### config.mk
export PLATFORM = sky130hd
export DESIGN_NAME = frab_core
export DESIGN_NICKNAME = d
export VERILOG_FILES = /design/src/frab_pkg.sv /design/src/frab_core.sv /design/src/frab_decode.sv
export SDC_FILE = /design/constraint.sdc
export NUM_CORES = 1
export LEC_CHECK = 0
export ABC_CLOCK_PERIOD_IN_PS = 1700
export CAP_MARGIN = 20
export CORE_MARGIN = 2
export CORE_UTILIZATION = 50
export DETAILED_ROUTE_END_ITERATION = 8
export DONT_BUFFER_PORTS = 1
export PLACE_DENSITY_LB_ADDON = 0.12
export SKIP_CTS_REPAIR_TIMING = 1
export SLEW_MARGIN = 20
export SYNTH_ARGS = -nofsm -noshare
export SYNTH_HDL_FRONTEND = slang
export SYNTH_HIERARCHICAL = 1
export SYNTH_SLANG_ARGS = --single-unit
### constraint.sdc
create_clock -name mclk -period 1.7 [get_ports mclk]
set_input_delay 0 -clock mclk [delete_from_list [all_inputs] [get_ports mclk]]
set_output_delay 0 -clock mclk [all_outputs]
set_load 0.01 [all_outputs]
### src/frab_pkg.sv
// Purpose: shared constants for the file-register alu and branch executor
// Assumes: 14-bit instruction words, 8-bit data, 13-bit program counter
// Notes:   opcode patterns follow the usual mid-range encoding
package frab_pkg;
   // -------------------------------------------------------------------------
   // widths
   // -------------------------------------------------------------------------
   localparam int DATA_W = 8;
   localparam int ADDR_W = 7;
   localparam int INSN_W = 14;
   localparam int PC_W   = 13;
   localparam int LIT_W  = 11;

   // -------------------------------------------------------------------------
   // opcode fields
   // -------------------------------------------------------------------------
   localparam int DEST_BIT   = 7;
   localparam int JUMP_HI_LO = 3;

   localparam logic [5:0] OP_BYTE_DEC    = 6'h03;
   localparam logic [5:0] OP_BYTE_DECSKP = 6'h0b;
   localparam logic [5:0] OP_BYTE_INCSKP = 6'h0f;
   localparam logic [6:0] OP_CLR_FILE    = 7'h03;
   localparam logic [6:0] OP_CLR_ACC     = 7'h02;
   localparam logic [2:0] OP_JUMP        = 3'h5;
   localparam logic [5:0] OP_OR_LIT      = 6'h38;

   // -------------------------------------------------------------------------
   // reset values
   // -------------------------------------------------------------------------
   localparam logic [7:0]  ACC_RESET  = 8'h00;
   localparam logic [12:0] PC_RESET   = 13'h0000;
   localparam logic [7:0]  ZERO_BYTE  = 8'h00;

   typedef enum logic [2:0] {
      FRAB_OTHER, FRAB_CLR_FILE, FRAB_DEC, FRAB_CLR_ACC,
      FRAB_DECSKP, FRAB_INCSKP, FRAB_JUMP, FRAB_OR_LIT
   } frab_op_t;
endpackage : frab_pkg

### src/frab_core.sv
// Purpose: execute clear, decrement, skip, jump and or-literal instructions
// Assumes: one instruction per mclk cycle, data memory read combinationally
// Notes:   flag storage lives outside; this block only reports updates
//
// Overview of operation
// - clear_file_reg writes zero to the addressed register and sets the null flag.
// - decrement_file_reg subtracts one, routes by the destination bit, updates the null flag.
// - clear_accumulator loads zero into the accumulator and sets the null flag.
// - decrement_skip_if_null decrements, routes by destination, skips next if zero, no flags.
// - increment_skip_if_null increments, routes by destination, skips next if zero, no flags.
// - absolute_jump loads the 11-bit literal into pc 10:0 and latch-high bits 4:3 into 12:11.
// - absolute_jump always takes two cycles so the prefetched word is not executed.
// - or_literal_into_accumulator ORs the literal into the accumulator and updates the flag.
module frab_core
   import frab_pkg::*;
(
   input  wire logic                        mclk,
   input  wire logic                        rst_b,
   input  wire logic [frab_pkg::INSN_W-1:0] insn,
   input  wire logic                        insn_valid,
   input  wire logic [frab_pkg::DATA_W-1:0] file_rdata,
   input  wire logic [frab_pkg::DATA_W-1:0] program_counter_latch_high,
   output logic      [frab_pkg::ADDR_W-1:0] file_addr,
   output logic      [frab_pkg::DATA_W-1:0] file_wdata,
   output logic                             file_we,
   output logic      [frab_pkg::DATA_W-1:0] acc,
   output logic                             null_flag_we,
   output logic                             null_flag,
   output logic      [frab_pkg::PC_W-1:0]   pc,
   output logic                             flush
);
   import frab_pkg::*;

   // -------------------------------------------------------------------------
   // reset release
   // -------------------------------------------------------------------------
   logic rst_meta;
   logic rst_sync;

   always_ff @(posedge mclk or negedge rst_b) begin
      if (!rst_b) begin
         rst_meta <= 1'b0;
         rst_sync <= 1'b0;
      end else begin
         rst_meta <= 1'b1;
         rst_sync <= rst_meta;
      end
   end

   // -------------------------------------------------------------------------
   // decode
   // -------------------------------------------------------------------------
   frab_op_t op;

   frab_decode u_decode (
      .insn (insn),
      .op   (op)
   );

   // -------------------------------------------------------------------------
   // execute
   // -------------------------------------------------------------------------
   logic              live;
   logic              to_file;
   logic [DATA_W-1:0] result;
   logic              result_null;

   // a slot marked by flush is the forced no-operation of a skip or a jump
   assign live    = insn_valid && !flush;
   assign to_file = insn[DEST_BIT];

   always_comb begin
      result = ZERO_BYTE;
      case (op)
         FRAB_DEC, FRAB_DECSKP: begin
            result = DATA_W'(file_rdata - 8'h01);
         end
         FRAB_INCSKP: begin
            result = DATA_W'(file_rdata + 8'h01);
         end
         FRAB_OR_LIT: begin
            result = acc | insn[DATA_W-1:0];
         end
         default: begin
            result = ZERO_BYTE;
         end
      endcase
   end

   // one zero detector serves every computed flag and every skip
   assign result_null = (result == ZERO_BYTE);

   // -------------------------------------------------------------------------
   // accumulator
   // -------------------------------------------------------------------------
   logic [DATA_W-1:0] next_acc;

   always_comb begin
      next_acc = acc;
      if (live) begin
         case (op)
            FRAB_CLR_ACC: begin
               next_acc = ZERO_BYTE;
            end
            FRAB_DEC, FRAB_DECSKP, FRAB_INCSKP: begin
               if (!to_file) begin
                  next_acc = result;
               end
            end
            FRAB_OR_LIT: begin
               next_acc = result;
            end
            default: begin
               next_acc = acc;
            end
         endcase
      end
   end

   always_ff @(posedge mclk or negedge rst_sync) begin
      if (!rst_sync) begin
         acc <= ACC_RESET;
      end else begin
         acc <= next_acc;
      end
   end

   // -------------------------------------------------------------------------
   // data register write port
   // -------------------------------------------------------------------------
   logic [ADDR_W-1:0] next_file_addr;
   logic [DATA_W-1:0] next_file_wdata;
   logic              next_file_we;

   always_comb begin
      next_file_addr  = insn[ADDR_W-1:0];
      next_file_wdata = file_wdata;
      next_file_we    = 1'b0;
      if (live) begin
         case (op)
            FRAB_CLR_FILE: begin
               next_file_wdata = ZERO_BYTE;
               next_file_we    = 1'b1;
            end
            FRAB_DEC, FRAB_DECSKP, FRAB_INCSKP: begin
               if (to_file) begin
                  next_file_wdata = result;
                  next_file_we    = 1'b1;
               end
            end
            default: begin
               next_file_we = 1'b0;
            end
         endcase
      end
   end

   always_ff @(posedge mclk or negedge rst_sync) begin
      if (!rst_sync) begin
         file_addr  <= '0;
         file_wdata <= ZERO_BYTE;
         file_we    <= 1'b0;
      end else begin
         file_addr  <= next_file_addr;
         file_wdata <= next_file_wdata;
         file_we    <= next_file_we;
      end
   end

   // -------------------------------------------------------------------------
   // null flag report
   // -------------------------------------------------------------------------
   logic next_null_flag_we;
   logic next_null_flag;

   always_comb begin
      next_null_flag_we = 1'b0;
      next_null_flag    = null_flag;
      if (live) begin
         case (op)
            FRAB_CLR_FILE, FRAB_CLR_ACC: begin
               next_null_flag_we = 1'b1;
               next_null_flag    = 1'b1;
            end
            FRAB_DEC, FRAB_OR_LIT: begin
               next_null_flag_we = 1'b1;
               next_null_flag    = result_null;
            end
            default: begin
               // skips and jumps leave the flag alone
               next_null_flag_we = 1'b0;
            end
         endcase
      end
   end

   always_ff @(posedge mclk or negedge rst_sync) begin
      if (!rst_sync) begin
         null_flag_we <= 1'b0;
         null_flag    <= 1'b0;
      end else begin
         null_flag_we <= next_null_flag_we;
         null_flag    <= next_null_flag;
      end
   end

   // -------------------------------------------------------------------------
   // program counter and slot drop
   // -------------------------------------------------------------------------
   logic [PC_W-1:0] next_pc;
   logic            next_flush;

   always_comb begin
      next_pc    = pc;
      next_flush = 1'b0;
      if (insn_valid) begin
         // a dropped slot still costs its cycle, so the counter moves on
         next_pc = PC_W'(pc + 13'h0001);
      end
      if (live) begin
         case (op)
            FRAB_DECSKP, FRAB_INCSKP: begin
               // a zero result kills the word already fetched
               next_flush = result_null;
            end
            FRAB_JUMP: begin
               next_pc    = {program_counter_latch_high[JUMP_HI_LO+1:JUMP_HI_LO],
                             insn[LIT_W-1:0]};
               next_flush = 1'b1;
            end
            default: begin
               next_flush = 1'b0;
            end
         endcase
      end
   end

   always_ff @(posedge mclk or negedge rst_sync) begin
      if (!rst_sync) begin
         pc    <= PC_RESET;
         flush <= 1'b0;
      end else begin
         pc    <= next_pc;
         flush <= next_flush;
      end
   end
endmodule : frab_core

### src/frab_decode.sv
// Purpose: classify one instruction word into the handled operations
// Assumes: word is stable for the whole cycle
// Notes:   anything unhandled classifies as other and has no effect here
module frab_decode
   import frab_pkg::*;
(
   input  wire logic [frab_pkg::INSN_W-1:0] insn,
   output frab_pkg::frab_op_t               op
);
   always_comb begin
      op = FRAB_OTHER;
      if (insn[13:7] == OP_CLR_FILE) begin
         op = FRAB_CLR_FILE;
      end else if (insn[13:2] == {OP_CLR_ACC, 5'h00}) begin
         op = FRAB_CLR_ACC;
      end else if (insn[13:8] == OP_BYTE_DEC) begin
         op = FRAB_DEC;
      end else if (insn[13:8] == OP_BYTE_DECSKP) begin
         op = FRAB_DECSKP;
      end else if (insn[13:8] == OP_BYTE_INCSKP) begin
         op = FRAB_INCSKP;
      end else if (insn[13:11] == OP_JUMP) begin
         op = FRAB_JUMP;
      end else if (insn[13:8] == OP_OR_LIT) begin
         op = FRAB_OR_LIT;
      end
   end
endmodule : frab_decode

Yosys cells after proc, flatten, opt, wreduce, memory -nomap -nowiden

Index checks and enable logic that the tools add are counted.

Flip-flop bits (word level): 42
Input port bits: 33
Output and inout port bits: 40

Add/subtract/negate cells: 3
Equal/unequal tests: 16
Mux-type cells: 23
Bitwise operators: 1
Reductions and logical operators: 15

Operators with widths:

| operator              | number |
|---|---|
| $pmux 8 s3            | 2 |
| $mux 13               | 3 |
| $mux 3                | 7 |
| $mux 8                | 2 |
| $pmux 8 s2            | 1 |
| $eq 3x3->1 const B    | 5 |
| $add 13x1->13 const B | 1 |
| $eq 12x7->1 const B   | 1 |
| $eq 6x4->1 const B    | 2 |
| $add 8x1->8 const B   | 1 |
| $logic_not 8->1       | 1 |
| $or 8x8->8            | 1 |
| $reduce_or 2->1       | 4 |
| $sub 8x1->8 const B   | 1 |
| $eq 7x2->1 const B    | 1 |
| $eq 3x2->1 const B    | 2 |
| $eq 6x2->1 const B    | 1 |
| $eq 6x6->1 const B    | 1 |
| $pmux 1 s2            | 3 |
| $reduce_and 3->1      | 2 |
| $mux 1                | 5 |
| $ne 2x2->1 const B    | 2 |
| $reduce_bool 2->1     | 2 |
| $reduce_or 4->1       | 1 |
| 6 further kinds       | 6 |

Logic depth before layout (Yosys ltp)

Depth after elaboration: 14
Mapped depth: 14
Mapped depth without buffers: 14

Hierarchy

The synthesis kept the hierarchy.

By module, submodules not included:

| module      | times used | cells an instance | area each (um^2) | sequential area each (um^2) |
|---|---|---|---|---|
| frab_core   | 1          | 221               | 2149.6           | 1051.0 |
| frab_decode | 1          | 17                | 118.9            | 0.0 |

Worst setup path after synthesis

Ideal clock, no wire load.

Path kind: input -> register
Start point: in insn[9] in the netlist's numbering
End point: reg null_flag
Library setup time: 0.066 ns
Data arrival time: 2.895 ns
Path slack: -1.261 ns
Stages on the path: 13
Buffers on the path: 0
Cell sequence: nor3_1 -> o21ai_0 -> a21oi_1 -> nor2b_2 -> nand2_1 -> ha_1 -> or2_2 -> a21oi_1 -> o31ai_1 -> nor4_1 -> nand4_1 -> nor4_2 -> o32a_1

Cells in the longest elaborated chain, start to end: 13

Ends and longest elaborated chain:

| element                                  | line                              | source |
|---|---|---|
| from (decl)                              | frab_core.sv:19                   | `input wire logic [frab_pkg::INSN_W-1:0] insn,` |
| $eq 6x6->1                               | frab_decode.sv:24                 | `end else if (insn[13:8] == OP_OR_LIT) begin` |
| $mux 3                                   | frab_decode.sv:24                 |  |
| $mux 3                                   | frab_decode.sv:22                 | `end else if (insn[13:11] == OP_JUMP) begin` |
| $mux 3                                   | frab_decode.sv:20                 | `end else if (insn[13:8] == OP_BYTE_INCSKP) begin` |
| $mux 3                                   | frab_decode.sv:18                 | `end else if (insn[13:8] == OP_BYTE_DECSKP) begin` |
| $mux 3                                   | frab_decode.sv:16                 | `end else if (insn[13:8] == OP_BYTE_DEC) begin` |
| $mux 3                                   | frab_decode.sv:14                 | `end else if (insn[13:2] == {OP_CLR_ACC, 5'h00}) begin` |
| $mux 3 *                                 | frab_decode.sv:12                 | `if (insn[13:7] == OP_CLR_FILE) begin` |
| named net op[2]                          | frab_core.sv:53                   | `frab_op_t op;` |
| $eq 3x2->1 or $eq 3x3->1 (tied branches) | frab_core.sv:74, frab_core.sv:180 |  |
| $reduce_or 2->1                          | frab_core.sv:74                   | `case (op)` |
| $pmux 8 s3                               | frab_core.sv:74                   |  |
| $logic_not 8->1                          | frab_core.sv:91                   | `assign result_null = (result == ZERO_BYTE);` |
| $pmux 1 s2                               | frab_core.sv:180                  | `case (op)` |
| to (signal assigned)                     | frab_core.sv:203                  | `null_flag <= next_null_flag;` |
| to (decl)                                | frab_core.sv:28                   | `output logic null_flag,` |

The timed path passes the listed nets; every way through them passes the cells marked *.
A chain may end at the register's enable or synchronous reset.

Worst setup path in the final report

Start point: in insn[7] in the netlist's numbering
End point: reg null_flag

Cells in the longest elaborated chain, start to end: 8

Ends and longest elaborated chain:

| element                                  | line |
|---|---|
| $eq 12x7->1                              | frab_decode.sv:14 |
| $mux 3                                   | frab_decode.sv:14 |
| $mux 3 *                                 | frab_decode.sv:12 |
| named net op[1]                          | frab_core.sv:53 |
| $eq 3x2->1 or $eq 3x3->1 (tied branches) | frab_core.sv:74, frab_core.sv:180 |
| $reduce_or 2->1                          | frab_core.sv:74 |
| $pmux 8 s3                               | frab_core.sv:74 |
| $logic_not 8->1                          | frab_core.sv:91 |
| $pmux 1 s2                               | frab_core.sv:180 |

Marks and branches as above.

==> summary.md <==
| Metric | Value |
|---|---|
| Status | complete, but fails checks |
| Failing checks | negative setup slack |
| Starting density of the core | 52.10% |
| PortBufs | 0 |
| List of cells traversed by the critical path | nor4_4, a21oi_2, o22ai_4, nor2b_4, nand2_4, inv_1, fa_2, nand2b_4, a21oi_4, a31oi_1, xnor2_1, nor2_2, nor4_4, o32a_1 |
| Worst setup skew after layout | between 0.01 and 0.015 ns |
| Sequential share of the synthesized area | between 40 and 50% |
| Clock tree from TritonCTS | built |
| DR pass1 iterations | 4 |
| Instance count on the critical path | 14 |
| GRT Resource Usage Total | 22.81% |
| Overall die width | just over 70 um |
| Clock period minus worst slack | 2.323 ns |
| Worst path top cell family by delay | simple AND/OR/NAND/NOR gates |
| Ratio of cells with drive above 1 in the final layout | 33.55% |
| Maxcap violations | 0 |
| Synth Warn # | 6 |
| P&R area growth vs syn | 41.92% |
| Pwr per Cell Area | about 940 nW/um^2 |
| Most common cell after layout, fill and taps aside | sky130_fd_sc_hd__buf_4 |
| Fraction of power consumed by combinational cells | roughly 28% |
| Path category of the worst min-delay check | input pin to flop |
| Depth of the most critical reg-to-reg path | 6 |
| Portion of total power attributed to the clock network | 20.8% |
| Half-perimeter wire length of the detailed placement result | approximately 4.4 mm |
| Routed wire length | 6.206 mm |
| Synthesized netlist net count | roughly 280 |
| Capturing element type of the critical path | flop |
| Remaining global-route overflow | 0 |
| Post-route worst hold slack | ~0.011 ns |
| Wire length of the first global-routing pass | about 8.9 mm |
| Total power after layout | approximately 3000 uW |
| Net total in the final layout | 347 |
| Via count of the first global-routing pass | between 1500 and 2000 |
| Weighted congestion at the end of routability-driven global placement | 0.8397 |
| Maximum number of pins on one net before global-route repair | 22 |
| Total clock sinks | 42 |
| DRC violation count after routing | 0 |
| Cell variety after synth | 45 |
| Type of element launching the critical path | input pin |
| Post-synthesis instance total | approximately 240 |
| Antenna cells | 0 |
| Post-route fraction of the period consumed by the critical path | 136.6% |
| Most common cell on crit path | sky130_fd_sc_hd__nor4_4 |
| Maximum buffer depth of the clock tree | 2 |
| Root Driver | sky130_fd_sc_hd__clkbuf_8 |
| Count of buffer and inverter cells on the critical path | 1 |
| Worst hold path depth | 3 |
| Crit-path max FO | 8 |
| Num ports | 73 |
| Required time of the critical path | about 1.9 ns |
| Arrival time worst endpoint | between 2 and 3 ns |
| Number of setup violations in the final report | 15 |
| Drt first-iter violations | 102 |
| End-of-flow core utilization | 73.94% |
| Yosys reg bits | 42 |
| Setup TNS after final layout | -5.185 ns |
| Power spent charging and discharging nets | 1071 uW |
| Number of buffers created by CTS | 5 |
| Worst ir drop on vdd | ~0.00047 V |
| Crit Path Class | input pin to flop |
| Switching portion of total power | 35.28% |
| Library cell contributing the largest single delay on the critical path | sky130_fd_sc_hd__fa_2 |
| Highest clock frequency the design can meet | 0.4305 GHz |
| Mean cell area of the mapped netlist | 9.531 um^2 |
| Hold violation total from the final report | 0 |
| Commonest non-fill, non-tap cells in the layout | sky130_fd_sc_hd__buf_4, sky130_fd_sc_hd__dfrtp_1, sky130_fd_sc_hd__nand2_1 |
| Leakage component of the power | roughly 0.0014 uW |
| Part of the total power dissipated in sequential elements | about half |
| Number of antenna violations at the first check in global routing | 0 |
| DR vias | ~2000 |
| Number of levels the H-tree was split into | 2 |
| Via count normalized by instance count | about 5.6 |
| Cell area after technology mapping | approximately 2300 um^2 |
| Final slew viol count | 0 |
| Clock transition at the registers of the reported paths | roughly 0.080 ns |
| Area of the die | around 5000 um^2 |
| Clock latency at the later pin of the worst-skew pair | 0.30 ns |
| RSZ-0062 raised after global routing | true |
| Mean routed wirelength per cell | 17.29 um |
| Placeable core region | 4354 um^2 |
| Num rows | 24 |
| Internal portion of total power | 1964 uW |
| Die height | ~70 um |
| Crit-path max cell delay | roughly 0.35 ns |
| Final worst-path setup slack | -0.6230 ns |
| Antenna Violating Nets Remaining | 0 |
-- state kept, by name, summed over array words and instances (netlist names) --
register      cells
rst_sync          1
file_addr         7
acc               8
file_we           1
file_wdata        8
pc               13
flush             1
rst_meta          1
null_flag         1
null_flag_we      1
-- cells in the mapped netlist (all sizes together) --
library cell  count  area (um^2)
or2               3        18.77
o21bai            2        15.01
conb              1        3.750
o41ai             1        8.760
xnor2             8        70.07
or3b              1        8.760
o31ai             3        22.52
nand2            27        101.4
a211o             1        8.760
nand3b            1        7.510
nand2b            2        12.51
a2bb2oi           1        8.760
ha                7        87.58
o21ai            19        95.09
clkbuf            4        15.01
dfrtp            42         1051
nor4              3        40.04
nor2b             2        15.02
a21oi            19        95.09
nand3             6        30.03
a31oi             2        12.51
nor3              4        20.02
fa                1        20.02
a31o              1        8.760
and3              4        25.02
nand4             6        37.54
a21boi            1        7.510
o21a              3        22.52
a21o              2        15.01
xor2              9        78.83
o32ai             3        33.79
and2              3        18.77
nor3b             1        12.51
nand4b            1        8.760
o32a              2        20.02
mux2i             1        10.01
nor2             26        105.1
o22ai             1        6.260
inv               9        33.78
mux2              5        56.30
-- layer usage --
layer	vias up	part of all wire, %	track usage, %
met5	-	0	0
met1	959	40	27.81
li1	973	-	-
met3	9	5.7	6.048
met2	62	53	39.40
met4	0	1.1	7.338
-- layout make-up --
cell class | count | area [um^2]
clock buffer | 6 | 72.57
sequential | 42 | 1054
tap | 52 | 65.06
multi-input combinational | 183 | 1425
clock inverter | 2 | 13.76
fill | 321 | 1135
timing repair buffer | 65 | 555.5
inverter | 9 | 33.78
-- stage by stage --
| stage | cells | area (um^2) | setup WS (ns) |
|---|---|---|---|
| floorplan | 238 | 2436 | -0.7860 |
| global placement | 328 | 2826 | -0.9139 |
| global route | 359 | 3219 | -0.6935 |
| detailed placement | 328 | 2826 | -0.9706 |
| CTS | 336 | 2913 | -0.6641 |
| finish | 359 | 3219 | -0.6230 |
-- worst register-to-register path, stage by stage (launching register included) --
cell	delay, ns
sky130_fd_sc_hd__dfrtp_1	0.38
sky130_fd_sc_hd__nor2_1	0.21
sky130_fd_sc_hd__o32ai_2	0.15
sky130_fd_sc_hd__nor4_2	0.29
sky130_fd_sc_hd__nand4_1	0.17
sky130_fd_sc_hd__nor4_4	0.22
sky130_fd_sc_hd__o32a_1	0.20
-- worst paths after layout --
kind	from	endpoint	slack [ns]
max	insn[7]	null_flag	-0.62
min	insn_valid	pc[2]	0.01
min reg2reg	rst_sync	null_flag_we	0.23
min in group asynchronous	rst_sync	null_flag_we	0.23
max reg2reg	acc[1]	null_flag	0.02
max in group asynchronous	rst_sync	acc[4]	0.98
-- logic make-up after synthesis --
logic type,share of synthesized area [%]
xor+xnor,6.564
other cells,0.1653
flops,46.33
simple gates,20.35
compound gates,16.77
mux,2.923
buf+inv,2.151
fa+ha+maj,4.743
-- power groups by stage --
stage,clock (uW),combinational [uW],sequential (uW)
global placement,0,727,1570
detailed placement,0,747,1580
CTS,642,755,1560
finish,630,845,1560
global route,690,920,1600
floorplan,0,473,1560
No activity file was read; power rests on OpenSTA's default activity.
